--- config.mk ---
export PLATFORM = sky130hd
export DESIGN_NAME = bgc_core
export DESIGN_NICKNAME = d
export VERILOG_FILES = /design/src/core/bgc_pkg.sv /design/src/core/bgc_core.sv
export SDC_FILE = /design/constraint.sdc
export NUM_CORES = 2
export LEC_CHECK = 0
export BUFFER_PORTS_ARGS = -buffer_cell sky130_fd_sc_hd__buf_2
export CORE_MARGIN = 2
export CORE_UTILIZATION = 65
export DETAILED_ROUTE_END_ITERATION = 6
export GPL_TIMING_DRIVEN = 0
export PLACE_DENSITY = 0.8
export RECOVER_POWER = 25
export REMOVE_ABC_BUFFERS = 1
export SYNTH_ARGS = -nofsm -noshare
export SYNTH_HDL_FRONTEND = slang
export SYNTH_SLANG_ARGS = --single-unit
--- constraint.sdc ---
create_clock -name pclk -period 11.9 [get_ports pclk]
set_input_delay 1.785 -clock pclk [delete_from_list [all_inputs] [get_ports pclk]]
set_output_delay 1.785 -clock pclk [all_outputs]
set_load 0.05 [all_outputs]
--- src/core/bgc_pkg.sv ---
// Constants, register map and types for the bargraph scale and calibration core
package bgc_pkg;
	// Clock rate and flash half period
	localparam int unsigned CLK_HZ         = 32'h0098_9680;
	localparam int unsigned FLASH_HALF_MS  = 32'h0000_00fa;
	localparam int unsigned FLASH_HALF_CYC = FLASH_HALF_MS * (CLK_HZ / 32'h0000_03e8);
	// Reading range and internal signal limits, in counts
	localparam logic signed [15:0] NUMERIC_READOUT_SWITCH_MIN     = -16'sh07cf;
	localparam logic signed [15:0] NUMERIC_READOUT_SWITCH_MAX     = 16'sh270f;
	localparam logic signed [15:0] RAW_MIN      = -16'sh03e8;
	localparam logic signed [15:0] RAW_MAX      = 16'sh07d0;
	localparam logic signed [31:0] CAL_MIN_DIFF = 32'sh0000_03e8;
	localparam logic signed [31:0] NUMERIC_READOUT_SWITCH_SPAN    = 32'sh0000_2ee0;
	localparam logic signed [31:0] RAW_SPAN     = 32'sh0000_0bb8;
	// Bargraph and converter geometry
	localparam int          BAR_SEGS  = 101;
	localparam logic [31:0] BAR_FULL  = 32'h0000_0064;
	localparam logic [6:0]  BAR_TOP   = 7'h64;
	localparam logic [6:0]  BAR_MID   = 7'h32;
	localparam logic [31:0] DAC_FULL  = 32'h0000_ffff;
	localparam int          GAIN_FRAC = 12;
	localparam logic [5:0]  DIV_LAST  = 6'h1f;
	// Register byte offsets
	localparam logic [11:0] REG_STATUS  = 12'h000;
	localparam logic [11:0] REG_READING = 12'h004;
	localparam logic [11:0] REG_AN_HI   = 12'h008;
	localparam logic [11:0] REG_AN_LO   = 12'h00c;
	localparam logic [11:0] REG_BAR_HI  = 12'h010;
	localparam logic [11:0] REG_BAR_LO  = 12'h014;
	localparam logic [11:0] REG_MODE    = 12'h018;
	localparam logic [11:0] REG_GAIN    = 12'h01c;
	localparam int MODE_CENTER_BIT  = 0;
	localparam int MODE_READOUT_BIT = 1;
	// Reset values of the stored settings
	localparam logic signed [15:0] AN_HI_RST  = 16'sh03e8;
	localparam logic signed [15:0] AN_LO_RST  = 16'sh0000;
	localparam logic signed [15:0] BAR_HI_RST = 16'sh0064;
	localparam logic signed [15:0] BAR_LO_RST = 16'sh0000;
	localparam logic signed [15:0] CAL_LO_RST = 16'sh0000;
	localparam logic signed [15:0] CAL_HI_RST = 16'sh03e8;
	localparam logic signed [31:0] GAIN_RST   = 32'sh0000_1000;
	// Menu states and divider jobs
	typedef enum logic [3:0] {
		S_NORMAL, S_CAL_PROMPT, S_CAL_TYPE, S_CAL_LOW, S_CAL_HIGH, S_CAL_CALC, S_CAL_ERR,
		S_BAR_HI, S_BAR_LO, S_AN_HI, S_AN_LO, S_CENTER, S_READOUT
	} bgc_state_t;
	typedef enum logic [1:0] {J_BAR, J_DAC, J_CAL} bgc_job_t;
endpackage : bgc_pkg

--- src/core/bgc_core.sv ---
// Bargraph meter menu, two-point calibration, bar mapping and analog point logic
// Behaviour
// - Analog high and low points accept any reading from -1999 to 9999.
// - Analog high below analog low gives an inverted converter output.
// - Analog span may be as small as one count; output then steps coarsely.
// - Program press after analog high shows the stored analog low point.
// - Program press after analog low shows the center-zero on/off choice.
// - Readout off: after menu exit digits blank, bargraph stays lit.
// - Any button press lights digits while programming; they blank again after.
// - Bargraph scaled between its own lower and upper reading limits.
// - Below lower limit no segments; between limits proportional; full at upper limit.
// - Above upper limit the bargraph flashes.
// - Center mode: bar runs from center segment to the reading's segment.
// - Center mode: reading at midpoint lights only the center segment.
// - Two-point calibration computes and stores a new scale factor.
// - High input must exceed low input by 1000 counts or calibration fails.
// - Calibration fails if the scale needs more than the reading range.
// - Input beyond internal signal limits always flags overrange.
// - Calibration prompt starts off; up/down sets on; program offers type choice.
// - Without analog output hardware the type choice is skipped to high step.
// - Input choice plus program shows low step; confirming it shows high step.
// - Successful calibration continues to bargraph upper limit with stored value.
// - Failed calibration shows error, drops new entries, keeps old calibration.
// - Program plus down in normal operation enters menu at calibration prompt off.
//
// The APB slave port and the placing of the registers were decided locally.
`timescale 1ns/100ps
`default_nettype none
module bgc_core
	import bgc_pkg::*;
#(
	parameter int unsigned FLASH_CYC = bgc_pkg::FLASH_HALF_CYC
) (
	input  wire  logic                     pclk,
	input  wire  logic                     presetn,
	input  wire  logic [11:0]              paddr,
	input  wire  logic                     psel,
	input  wire  logic                     penable,
	input  wire  logic                     pwrite,
	input  wire  logic [31:0]              pwdata,
	output var   logic [31:0]              prdata,
	output var   logic                     pready,
	output var   logic                     pslverr,
	input  wire  logic                     btn_prog,
	input  wire  logic                     btn_up,
	input  wire  logic                     btn_down,
	input  wire  logic signed [15:0]       raw_count,
	input  wire  logic                     input_over,
	input  wire  logic                     analog_present,
	output var   logic [BAR_SEGS-1:0]      bar_seg,
	output var   logic                     digits_on,
	output var   logic signed [15:0]       numeric_readout_switch_value,
	output var   bgc_pkg::bgc_state_t      menu_state,
	output var   logic                     cal_error,
	output var   logic                     overrange,
	output var   logic [15:0]              dac_code
);
	import bgc_pkg::*;

	function automatic logic signed [15:0] clamp_numeric_readout_switch(input logic signed [31:0] v);
		if (v > 32'(NUMERIC_READOUT_SWITCH_MAX))
			return NUMERIC_READOUT_SWITCH_MAX;
		if (v < 32'(NUMERIC_READOUT_SWITCH_MIN))
			return NUMERIC_READOUT_SWITCH_MIN;
		return v[15:0];
	endfunction : clamp_numeric_readout_switch

	function automatic logic [31:0] mag(input logic signed [31:0] v);
		return v[31] ? 32'(-v) : 32'(v);
	endfunction : mag

	bgc_state_t               state_reg;
	logic signed [15:0]       edit_reg, an_hi_reg, an_lo_reg, bar_hi_reg, bar_lo_reg;
	logic signed [15:0]       cal_rl_reg, cal_dl_reg, cal_rh_reg, cal_dh_reg;
	logic signed [15:0]       tmp_rl_reg, tmp_dl_reg, tmp_rh_reg, tmp_dh_reg;
	logic signed [31:0]       cal_gain_reg, cal_quo_reg;
	logic                     flag_reg, center_reg, readout_reg, err_reg;
	logic [2:0]               btn_prev_reg;
	logic                     prog_evt, up_evt, dn_evt, combo_evt, any_btn;
	logic                     value_state, flag_state, apb_wr;
	logic signed [31:0]       hi_diff, hi_span;
	logic signed [15:0]       reading_reg;
	logic                     over_reg;
	logic                     div_busy, cal_done_reg, div_neg;
	bgc_job_t                 div_job, next_job;
	logic [5:0]               div_cnt;
	logic [16:0]              div_rem, rem_s;
	logic [31:0]              div_quo;
	logic [15:0]              div_den;
	logic                     q_bit;
	logic [31:0]              q_full;
	logic [6:0]               bar_pos_reg;
	logic [31:0]              flash_cnt;
	logic                     flash_on;
	logic [31:0]              rd_data;
	logic                     rd_hit;

	// Button press edges; a lone program press never fires while down is held
	always_ff @(posedge pclk or negedge presetn) begin : btn_edge
		if (!presetn)
			btn_prev_reg <= 3'h0;
		else
			btn_prev_reg <= {btn_prog, btn_up, btn_down};
	end
	assign prog_evt  = btn_prog && !btn_prev_reg[2] && !btn_down;
	assign up_evt    = btn_up && !btn_prev_reg[1];
	assign dn_evt    = btn_down && !btn_prev_reg[0] && !btn_prog;
	assign combo_evt = btn_prog && btn_down && !(btn_prev_reg[2] && btn_prev_reg[0]);
	assign any_btn   = btn_prog || btn_up || btn_down;

	assign value_state = state_reg inside {S_CAL_LOW, S_CAL_HIGH, S_BAR_HI, S_BAR_LO, S_AN_HI, S_AN_LO};
	assign flag_state  = state_reg inside {S_CAL_PROMPT, S_CAL_TYPE, S_CENTER, S_READOUT};
	assign apb_wr      = psel && penable && pwrite && pready;
	// Checks on the just-confirmed high point against the held low point
	assign hi_diff = 32'(raw_count) - 32'(tmp_rl_reg);
	assign hi_span = 32'(mag(32'(edit_reg) - 32'(tmp_dl_reg)));

	// Menu walk and stored settings; software writes only land in normal operation
	always_ff @(posedge pclk or negedge presetn) begin : menu_fsm
		if (!presetn) begin
			state_reg    <= S_NORMAL;
			edit_reg     <= 16'sh0000;
			flag_reg     <= 1'b0;
			err_reg      <= 1'b0;
			an_hi_reg    <= AN_HI_RST;
			an_lo_reg    <= AN_LO_RST;
			bar_hi_reg   <= BAR_HI_RST;
			bar_lo_reg   <= BAR_LO_RST;
			center_reg   <= 1'b0;
			readout_reg  <= 1'b1;
			cal_rl_reg   <= CAL_LO_RST;
			cal_dl_reg   <= CAL_LO_RST;
			cal_rh_reg   <= CAL_HI_RST;
			cal_dh_reg   <= CAL_HI_RST;
			cal_gain_reg <= GAIN_RST;
			tmp_rl_reg   <= CAL_LO_RST;
			tmp_dl_reg   <= CAL_LO_RST;
			tmp_rh_reg   <= CAL_HI_RST;
			tmp_dh_reg   <= CAL_HI_RST;
		end else begin
			// Step by one count, held at the range ends
			if (value_state && up_evt)
				edit_reg <= clamp_numeric_readout_switch(32'(edit_reg) + 32'sh0000_0001);
			else if (value_state && dn_evt)
				edit_reg <= clamp_numeric_readout_switch(32'(edit_reg) - 32'sh0000_0001);
			if (flag_state && (up_evt || dn_evt))
				flag_reg <= !flag_reg;
			unique case (state_reg)
				S_NORMAL: begin
					if (combo_evt) begin
						state_reg <= S_CAL_PROMPT;
						flag_reg  <= 1'b0;
					end else if (apb_wr) begin
						// Values outside the reading range are clamped, not refused
						case (paddr)
							REG_AN_HI:  an_hi_reg  <= clamp_numeric_readout_switch(32'(signed'(pwdata[15:0])));
							REG_AN_LO:  an_lo_reg  <= clamp_numeric_readout_switch(32'(signed'(pwdata[15:0])));
							REG_BAR_HI: bar_hi_reg <= clamp_numeric_readout_switch(32'(signed'(pwdata[15:0])));
							REG_BAR_LO: bar_lo_reg <= clamp_numeric_readout_switch(32'(signed'(pwdata[15:0])));
							REG_MODE: begin
								center_reg  <= pwdata[MODE_CENTER_BIT];
								readout_reg <= pwdata[MODE_READOUT_BIT];
							end
							default: ;
						endcase
					end
				end
				S_CAL_PROMPT: if (prog_evt) begin
					if (!flag_reg) begin
						state_reg <= S_BAR_HI;
						edit_reg  <= bar_hi_reg;
					end else if (analog_present) begin
						state_reg <= S_CAL_TYPE;
						flag_reg  <= 1'b0;
					end else begin
						// Skipped low step reuses the stored low point
						state_reg  <= S_CAL_HIGH;
						edit_reg   <= cal_dh_reg;
						tmp_rl_reg <= cal_rl_reg;
						tmp_dl_reg <= cal_dl_reg;
					end
				end
				S_CAL_TYPE: if (prog_evt) begin
					// Output trim lives elsewhere; choosing it just leaves
					if (flag_reg) begin
						state_reg <= S_CAL_LOW;
						edit_reg  <= cal_dl_reg;
					end else
						state_reg <= S_NORMAL;
				end
				S_CAL_LOW: if (prog_evt) begin
					tmp_rl_reg <= raw_count;
					tmp_dl_reg <= edit_reg;
					state_reg  <= S_CAL_HIGH;
					edit_reg   <= cal_dh_reg;
				end
				S_CAL_HIGH: if (prog_evt) begin
					tmp_rh_reg <= raw_count;
					tmp_dh_reg <= edit_reg;
					if (hi_diff < CAL_MIN_DIFF) begin
						state_reg <= S_CAL_ERR;
						err_reg   <= 1'b1;
					end else if (hi_span * RAW_SPAN > NUMERIC_READOUT_SWITCH_SPAN * hi_diff) begin
						state_reg <= S_CAL_ERR;
						err_reg   <= 1'b1;
					end else
						state_reg <= S_CAL_CALC;
				end
				S_CAL_CALC: if (cal_done_reg) begin
					cal_gain_reg <= cal_quo_reg;
					cal_rl_reg   <= tmp_rl_reg;
					cal_dl_reg   <= tmp_dl_reg;
					cal_rh_reg   <= tmp_rh_reg;
					cal_dh_reg   <= tmp_dh_reg;
					state_reg    <= S_BAR_HI;
					edit_reg     <= bar_hi_reg;
				end
				S_CAL_ERR: if (prog_evt || up_evt || dn_evt) begin
					state_reg <= S_NORMAL;
					err_reg   <= 1'b0;
				end
				S_BAR_HI: if (prog_evt) begin
					bar_hi_reg <= edit_reg;
					state_reg  <= S_BAR_LO;
					edit_reg   <= bar_lo_reg;
				end
				S_BAR_LO: if (prog_evt) begin
					bar_lo_reg <= edit_reg;
					if (analog_present) begin
						state_reg <= S_AN_HI;
						edit_reg  <= an_hi_reg;
					end else begin
						state_reg <= S_CENTER;
						flag_reg  <= center_reg;
					end
				end
				S_AN_HI: if (prog_evt) begin
					an_hi_reg <= edit_reg;
					state_reg <= S_AN_LO;
					edit_reg  <= an_lo_reg;
				end
				S_AN_LO: if (prog_evt) begin
					an_lo_reg <= edit_reg;
					state_reg <= S_CENTER;
					flag_reg  <= center_reg;
				end
				S_CENTER: if (prog_evt) begin
					center_reg <= flag_reg;
					state_reg  <= S_READOUT;
					flag_reg   <= readout_reg;
				end
				S_READOUT: if (prog_evt) begin
					readout_reg <= flag_reg;
					state_reg   <= S_NORMAL;
				end
			endcase
		end
	end

	// Reading from the stored scale factor, and overrange from the raw signal
	always_ff @(posedge pclk or negedge presetn) begin : reading_calc
		logic signed [31:0] rdiff;
		logic signed [47:0] prod;
		if (!presetn) begin
			reading_reg <= 16'sh0000;
			over_reg    <= 1'b0;
		end else begin
			rdiff       = 32'(raw_count) - 32'(cal_rl_reg);
			prod        = (48'(rdiff) * 48'(cal_gain_reg)) >>> GAIN_FRAC;
			reading_reg <= clamp_numeric_readout_switch(32'(prod) + 32'(cal_dl_reg));
			over_reg    <= input_over || raw_count < RAW_MIN || raw_count > RAW_MAX;
		end
	end

	// One shared serial divider: bar position and converter code in turn, calibration first
	assign next_job = (state_reg == S_CAL_CALC && !cal_done_reg) ? J_CAL : (div_job == J_BAR ? J_DAC : J_BAR);
	assign rem_s    = {div_rem[15:0], div_quo[31]};
	// Full quotient at the last step includes the bit decided in that same cycle
	assign q_bit    = rem_s >= {1'b0, div_den};
	assign q_full   = {div_quo[30:0], q_bit};
	always_ff @(posedge pclk or negedge presetn) begin : divider
		logic signed [31:0] d, s;
		if (!presetn) begin
			div_busy     <= 1'b0;
			div_job      <= J_BAR;
			div_cnt      <= 6'h00;
			div_rem      <= 17'h0_0000;
			div_quo      <= 32'h0000_0000;
			div_den      <= 16'h0001;
			div_neg      <= 1'b0;
			bar_pos_reg  <= 7'h00;
			dac_code     <= 16'h0000;
			cal_quo_reg  <= GAIN_RST;
			cal_done_reg <= 1'b0;
		end else begin
			cal_done_reg <= 1'b0;
			if (!div_busy) begin
				div_busy <= 1'b1;
				div_job  <= next_job;
				div_cnt  <= 6'h00;
				div_rem  <= 17'h0_0000;
				unique case (next_job)
					J_BAR: begin
						d = 32'(reading_reg) - 32'(bar_lo_reg);
						s = 32'(bar_hi_reg) - 32'(bar_lo_reg);
						div_neg <= 1'b0;
						div_den <= (s > 0) ? s[15:0] : 16'h0001;
						div_quo <= (s > 0 && !d[31]) ? 32'(d * BAR_FULL) : 32'h0000_0000;
					end
					J_DAC: begin
						// Either sign of span works, so reversed points invert the output
						d = 32'(reading_reg) - 32'(an_lo_reg);
						s = 32'(an_hi_reg) - 32'(an_lo_reg);
						div_neg <= d[31] ^ s[31];
						div_den <= (s != 0) ? 16'(mag(s)) : 16'h0001;
						div_quo <= (s != 0) ? 32'(mag(d) * DAC_FULL) : 32'h0000_0000;
					end
					J_CAL: begin
						d = 32'(tmp_dh_reg) - 32'(tmp_dl_reg);
						s = 32'(tmp_rh_reg) - 32'(tmp_rl_reg);
						div_neg <= d[31];
						div_den <= s[15:0];
						div_quo <= mag(d) << GAIN_FRAC;
					end
				endcase
			end else begin
				if (q_bit) begin
					div_rem <= rem_s - {1'b0, div_den};
					div_quo <= {div_quo[30:0], 1'b1};
				end else begin
					div_rem <= rem_s;
					div_quo <= {div_quo[30:0], 1'b0};
				end
				div_cnt <= div_cnt + 6'h01;
				if (div_cnt == DIV_LAST) begin
					div_busy <= 1'b0;
					unique case (div_job)
						J_BAR: bar_pos_reg <= (q_full >= BAR_FULL) ? BAR_TOP : q_full[6:0];
						J_DAC: dac_code <= div_neg ? 16'h0000 : (q_full >= DAC_FULL ? 16'hffff : q_full[15:0]);
						J_CAL: begin
							cal_quo_reg  <= div_neg ? -32'(signed'({div_quo[30:0], 1'b0})) : 32'(signed'({div_quo[30:0], 1'b0}));
							cal_done_reg <= 1'b1;
						end
					endcase
				end
			end
		end
	end

	// Flash phase for bargraph overrange
	always_ff @(posedge pclk or negedge presetn) begin : flash_timer
		if (!presetn) begin
			flash_cnt <= 32'h0000_0000;
			flash_on  <= 1'b1;
		end else if (flash_cnt >= FLASH_CYC - 32'h0000_0001) begin
			flash_cnt <= 32'h0000_0000;
			flash_on  <= !flash_on;
		end else
			flash_cnt <= flash_cnt + 32'h0000_0001;
	end

	// Segment pattern; above the upper limit the whole bar blinks
	always_ff @(posedge pclk or negedge presetn) begin : bar_render
		logic [6:0] lo, hi;
		if (!presetn)
			bar_seg <= '0;
		else begin
			lo = center_reg ? ((bar_pos_reg < BAR_MID) ? bar_pos_reg : BAR_MID) : 7'h00;
			hi = center_reg ? ((bar_pos_reg > BAR_MID) ? bar_pos_reg : BAR_MID) : bar_pos_reg;
			for (int i = 0; i < BAR_SEGS; i++) begin
				if (over_reg || reading_reg > bar_hi_reg)
					bar_seg[i] <= flash_on;
				else if (reading_reg < bar_lo_reg)
					bar_seg[i] <= 1'b0;
				else
					bar_seg[i] <= (7'(i) >= lo) && (7'(i) <= hi);
			end
		end
	end

	// Front panel outputs
	always_ff @(posedge pclk or negedge presetn) begin : panel_out
		if (!presetn) begin
			digits_on  <= 1'b1;
			numeric_readout_switch_value <= 16'sh0000;
			menu_state <= S_NORMAL;
			cal_error  <= 1'b0;
			overrange  <= 1'b0;
		end else begin
			digits_on  <= readout_reg || state_reg != S_NORMAL || any_btn;
			numeric_readout_switch_value <= (state_reg == S_NORMAL) ? reading_reg : (flag_state ? 16'(flag_reg) : edit_reg);
			menu_state <= state_reg;
			cal_error  <= err_reg;
			overrange  <= over_reg;
		end
	end

	// Register read decode
	always_comb begin
		rd_hit  = 1'b1;
		rd_data = 32'h0000_0000;
		case (paddr)
			REG_STATUS:  rd_data = {24'h00_0000, 4'(state_reg), err_reg, over_reg, analog_present, digits_on};
			REG_READING: rd_data = 32'(reading_reg);
			REG_AN_HI:   rd_data = 32'(an_hi_reg);
			REG_AN_LO:   rd_data = 32'(an_lo_reg);
			REG_BAR_HI:  rd_data = 32'(bar_hi_reg);
			REG_BAR_LO:  rd_data = 32'(bar_lo_reg);
			REG_MODE:    rd_data = {30'h0000_0000, readout_reg, center_reg};
			REG_GAIN:    rd_data = cal_gain_reg;
			default:     rd_hit = 1'b0;
		endcase
	end

	// Zero-wait slave: data and error captured in the setup cycle
	always_ff @(posedge pclk or negedge presetn) begin : apb_slave
		if (!presetn) begin
			prdata  <= 32'h0000_0000;
			pready  <= 1'b0;
			pslverr <= 1'b0;
		end else begin
			pready <= 1'b1;
			if (psel && !penable) begin
				prdata  <= pwrite ? 32'h0000_0000 : rd_data;
				pslverr <= !rd_hit;
			end
		end
	end

	// Checks
	clamp_range_a: assert property (@(posedge pclk) disable iff (!presetn)
		value_state |-> (edit_reg >= NUMERIC_READOUT_SWITCH_MIN && edit_reg <= NUMERIC_READOUT_SWITCH_MAX)) else $error("edit value out of range");
	an_advance_a: assert property (@(posedge pclk) disable iff (!presetn)
		(state_reg == S_AN_HI && prog_evt) |=> (state_reg == S_AN_LO && edit_reg == $past(an_lo_reg)))
		else $error("analog low step not shown");
	center_next_a: assert property (@(posedge pclk) disable iff (!presetn)
		(state_reg == S_AN_LO && prog_evt) |=> (state_reg == S_CENTER && flag_reg == center_reg))
		else $error("center choice not shown");
	digits_blank_a: assert property (@(posedge pclk) disable iff (!presetn)
		(state_reg == S_NORMAL && !readout_reg && !any_btn)[*2] |-> !digits_on) else $error("digits not blanked");
	digits_menu_a: assert property (@(posedge pclk) disable iff (!presetn)
		(state_reg != S_NORMAL) |=> digits_on) else $error("digits dark in menu");
	cal_skip_a: assert property (@(posedge pclk) disable iff (!presetn)
		(state_reg == S_CAL_PROMPT && prog_evt && flag_reg && !analog_present) |=> state_reg == S_CAL_HIGH)
		else $error("type choice not skipped");
	span_err_a: assert property (@(posedge pclk) disable iff (!presetn)
		(state_reg == S_CAL_HIGH && prog_evt && hi_diff < CAL_MIN_DIFF) |=> (state_reg == S_CAL_ERR && err_reg))
		else $error("small span accepted");
	err_keep_a: assert property (@(posedge pclk) disable iff (!presetn)
		(state_reg == S_CAL_ERR) |=> $stable(cal_gain_reg) && $stable(cal_rl_reg)) else $error("calibration changed");
	enter_cfg_a: assert property (@(posedge pclk) disable iff (!presetn)
		(state_reg == S_NORMAL && combo_evt) |=> (state_reg == S_CAL_PROMPT && !flag_reg))
		else $error("menu entry wrong");
	cal_done_a: assert property (@(posedge pclk) disable iff (!presetn)
		(state_reg == S_CAL_CALC) |-> ##[1:70] (state_reg == S_BAR_HI)) else $error("calibration did not finish");
endmodule : bgc_core
`default_nettype wire

---- After elaboration in Yosys (flattened, before gate mapping) ----
Cells that the tools add are included.
Widths: inputs -> output; s select.
storage, ports and cells
  bits in registers ....................... 573
  input bits .............................. 70
  output and inout bits ................... 174
cells by class
  add/sub/neg operators ................... 20
  multipliers ............................. 5
  $lt $le $gt $ge ......................... 223
  eq/ne operators ......................... 47
  muxes and demuxes ....................... 398
  bitwise operators ....................... 1
  reduce and logical (&&, ||, !) cells .... 171
operator list
  operator             number
  $mux 16              64
  $mux 1               283
  $ge 7x7->1 const A   37
  $le 7x7->1 const A   37
  $mux 32              8
  $pmux 32 s8          1
  $ge 6x7->1 const A   32
  $le 6x7->1 const A   32
  $pmux 16 s2          6
  $sub 16x16->17       8
  $logic_and 1x1->1    118
  $ge 5x7->1 const A   16
  $le 5x7->1 const A   16
  $pmux 16 s7          1
  $pmux 32 s3          1
  $neg 17->32          2
  $ge 4x7->1 const A   8
  $le 4x7->1 const A   8
  $mux 4               13
  $pmux 4 s13          1
  $eq 12x5->1 const B  4
  $pmux 16 s3          1
  $mul 17x32->44       1
  $mux 7               5
  other kinds (73)     162

---- Depth between registers and ports, before layout ----
  depth after elaboration ................. 17
  depth in mapped cells ................... 51
  mapped depth without buffers ............ 49

---- Worst setup path before layout ----
No wires, ideal clock.
  path kind ............................... input port to flip-flop
  from .................................... in raw_count[0]
  to ...................................... reg reading_reg[0]
  library setup time ...................... 0.124 ns
  data arrival time ....................... 12.279 ns
  required time ........................... 11.776 ns
  path slack .............................. -0.503 ns
  cell stages on the path ................. 47
  buffers on the path ..................... 2
  path through ............................ inv_1 -> ha_1 -> fa_1 -> nor2b_1 -> o31a_1 -> o221ai_1 -> a21boi_1 -> o21bai_1 -> a41oi_1 -> clkbuf_1 -> clkbuf_1 -> nor2_1 -> fa_1 -> inv_1 -> fa_1 -> inv_1 -> fa_1 -> fa_1 -> (+11 left out) -> a21o_1 -> a21o_1 -> a21oi_1 -> xnor2_1 -> ha_1 -> a21o_1 -> a21o_1 -> a2111oi_4 -> a21oi_2 -> o31a_1 -> o311a_1 -> o21bai_1 -> or4_1 -> nor4_2 -> nand4b_2 -> nor2_4 -> mux2i_1 -> or2_1
on the way
  cells in the longest elaborated chain, start to end .. 8
ends and longest elaborated chain
  item                    RTL line         source
  start: declaration      bgc_core.sv:47   input wire logic signed [15:0] raw_count,
  $sub 16x16->17 (*)      bgc_core.sv:268  rdiff = 32'(raw_count) - 32'(cal_rl_reg);
  $mul 17x32->44 (*)      bgc_core.sv:269  prod = (48'(rdiff) * 48'(cal_gain_reg)) >>> GAIN_FRAC;
  $add 32x16->32 (*)      bgc_core.sv:270  reading_reg <= clamp_numeric_readout_switch(32'(prod) + 32'(cal_dl_reg));
  $lt 32x12->1            bgc_core.sv:63   if (v < 32'(NUMERIC_READOUT_SWITCH_MIN))
  $mux 1 (2 in series)    bgc_core.sv:63
  $mux 16                 bgc_core.sv:65   return v[15:0];
  $mux 16 (*)             bgc_core.sv:63
  end signal: assignment  bgc_core.sv:270
  end: declaration        bgc_core.sv:82   logic signed [15:0] reading_reg;
Every way passes the cells marked *; elsewhere a longest branch is shown, timed or not. The select of a mux whose other input is x is not followed.
A chain may end at the register's enable or synchronous reset.

---- Final worst setup path ----
  from .................................... in raw_count[0]
  to ...................................... reg reading_reg[13]
The elaborated chain is that of the path after synthesis.

==> flow_summary.json <==
{
  "die_h_um": 338.6,
  "synthArstFlopShare_pct": 100.0,
  "cts_buffers": 59,
  "root_buffer": "clkbuf_16",
  "maxCapViolCount": 5,
  "tns_ps": -537.4,
  "clk_path_buf_depth": 3,
  "cts_sinks": 571,
  "via_count": 63750,
  "drive_above_1_share_pct": 9.519,
  "timing_worst_setup_path_type": "in -> reg",
  "syn-cell-area_um2": 72780,
  "setup_viol": 11,
  "finalCritPeriodShare_pct": 100.7,
  "tritoncts": "built",
  "path_max_fanout": 6,
  "finalNetCount": 10130,
  "relSlewSlack_pct": -338.4,
  "largest_reg_flops": 101,
  "setup_slack_ps": -81.77,
  "clk_pin_slew_worst_paths_ps": 70,
  "hold_viol": 0,
  "hp-class": "reg -> reg",
  "syn_to_final_growth_pct": 10.44,
  "drt-total-wl_um": 238600,
  "grt_pass1_vias": 63200,
  "yosysSeqAreaShare_pct": 19.69,
  "ys.flop_type": "dfrtp_1",
  "insertion_delay_ps": 690,
  "crit_slowest_cell": "fa_1",
  "avgSynthCellArea_um2": 8.723,
  "grt.overflow.total": 0,
  "start_util_pct": 65.68,
  "startpoint_type": "input pin",
  "ctsHoldBuffers": 0,
  "crit_required_ps": 12460,
  "yosysUniqueCellTypes": 97,
  "gp_congestion": 1.044,
  "fp.coreArea_um2": 110800,
  "slew_viol_final": 361,
  "skew_ps": 83.67,
  "worst_slew_pin_slew_ps": 6577,
  "critPathTopFamily": "adder cells",
  "wl_per_cell_um": 23.63,
  "critPathBufInv": 10,
  "ys_seq_elements": 571,
  "die_w_um": 338.6,
  "status": "finished, violations left",
  "worstPathArrival_ps": 12550,
  "grt_max_degree": 133,
  "slowest_delay_ps": 580,
  "violations": "design-rule violations, max-capacitance violations, max-slew violations, negative setup slack",
  "critPathCaptureType": "register",
  "regMostFlops": "bar_seg",
  "ios": 244,
  "rows": 122,
  "first_iter_violations": 7476,
  "htreeDepth": 2,
  "dieArea_um2": 114700,
  "antenna_found_initial": 16,
  "syn_inst": 8344,
  "rsz0062_at_grt": "yes",
  "dp_hpwl_um": 181100,
  "drc": 6,
  "portBuffers": 227,
  "grt_first_pass_wirelength_um": 364000,
  "firstDrtPassIters": 7,
  "fill_cells": 8331,
  "grt_usage_pct": 41.01,
  "yosysWarnings": 0,
  "fmaxAchievable_mhz": 83.46,
  "viasPerCell": 6.312,
  "drtAntennaViolNets": 0,
  "fin_crit_ps": 11980,
  "synth_edf_count": 0
}
-- through the flow --
stage	util [%]	std cells	setup WS, ps	area (um2)	hold slack (ps)
after global placement	67.47	9795	-4468	74770	449.3
after CTS	71.37	10020	2.770	79090	464.3
after detailed placement	68.65	9856	-2731	76080	450.4
after global routing	72.52	10090	-394.6	80370	481.5
final	72.53	10100	-81.77	80380	466.4
after floorplan	-	8080	-1334	71770	375.6
-- cells in the final DEF (no fill, tap or decap), drive strengths merged, types with 40 or more instances in the layout --
| cell type | instances |
|---|---|
| o21a | 75 |
| mux2i | 49 |
| xnor2 | 268 |
| and2 | 174 |
| buf | 396 |
| conb | 109 |
| nor4 | 41 |
| ha | 623 |
| nor3 | 122 |
| nand3 | 100 |
| nor2 | 482 |
| a22oi | 48 |
| clkbuf | 99 |
| o31ai | 74 |
| nand2b | 58 |
| or3 | 45 |
| fa | 885 |
| o211ai | 40 |
| nor2b | 146 |
| xor2 | 159 |
| dfrtp | 538 |
| a21oi | 415 |
| o22ai | 40 |
| a211oi | 78 |
| nand2 | 948 |
| a21o | 124 |
| o21ai | 538 |
| a31oi | 50 |
| inv | 1293 |
| nand4 | 49 |
-- layout make-up --
| type | count | area, um2 | share of cell area (%) |
|---|---|---|---|
| Clock inverter | 25 | 355.3 | 0.4421 |
| Multi-Input combinational cell | 6219 | 54010 | 67.20 |
| Timing Repair Buffer | 409 | 3244 | 4.036 |
| Sequential cell | 571 | 14340 | 17.84 |
| Tap cell | 1488 | 1862 | 2.316 |
| Clock buffer | 87 | 1682 | 2.092 |
| Antenna cell | 7 | 17.52 | 0.02179 |
| Inverter | 1293 | 4868 | 6.057 |
-- per-layer routing --
metal	wire length (um)	global-route usage, %	vias to the layer above
met4	13570	17.72	16
li1	-	-	27800
met2	104200	61.81	3846
met1	90550	55.05	31250
met3	30200	12.39	837
met5	136	0.3333	-
-- synth_stat cells, types with 50 or more instances --
cell / instances / share of area (%)
nor2_1: 481 / 2.5
and2_1: 170 / 1.5
xnor2_1: 268 / 3.2
a21o_1: 124 / 1.3
nand3_1: 100 / 0.69
xor2_1: 159 / 1.9
dfrtp_1: 538 / 18
o31ai_1: 74 / 0.76
inv_1: 1293 / 6.7
fa_1: 885 / 24
a211oi_1: 78 / 0.80
a31oi_1: 50 / 0.43
nor2b_1: 146 / 1.3
nand2b_1: 58 / 0.50
a21oi_1: 414 / 2.8
o21ai_0: 524 / 3.6
ha_1: 623 / 11
o21a_1: 75 / 0.77
clkbuf_1: 348 / 1.8
nor3_1: 122 / 0.84
nand2_1: 948 / 4.9
-- worst paths after layout --
check / start / endpoint / slack (ps) / cells past startpoint
worst max-delay path: raw_count[0] / reading_reg[13] / -80 / 51
worst min-delay path: div_cnt[0] / div_cnt[0] / 470 / 1
worst max register to register: edit_reg[0] / state_reg[0] / 470 / 47
worst min register to register: div_cnt[0] / div_cnt[0] / 470 / 1
max in group asynchronous: presetn / tmp_rh_reg[6] / 1790 / 5
min in group asynchronous: presetn / numeric_readout_switch_value[0] / 1170 / 1
-- timing repair --
item | CTS | global route
setup buffers | 44 | 73
setup endpoints to repair | 19 | 21
resized for setup | 93 | 146
pin swaps | 51 | 106
cloned | 4 | 4
-- kinds of logic (layout without fill, tap and decap cells) --
group | Yosys count | in the layout | share of synthesized area (%)
AO/OA/AOI/OAI | 1779 | 1781 | 15.49
XOR/XNOR | 429 | 429 | 5.202
adder cells (fa/ha/maj) | 1508 | 1508 | 35.05
buffers and inverters | 1664 | 1814 | 8.608
flip-flops | 571 | 571 | 19.69
multiplexers | 77 | 78 | 1.107
other | 2 | 116 | 0.01032
AND/OR/NAND/NOR | 2314 | 2314 | 14.84
Power is not shown: default switching activity piles up to over one toggle a cycle in this logic, so the estimate is an artifact.
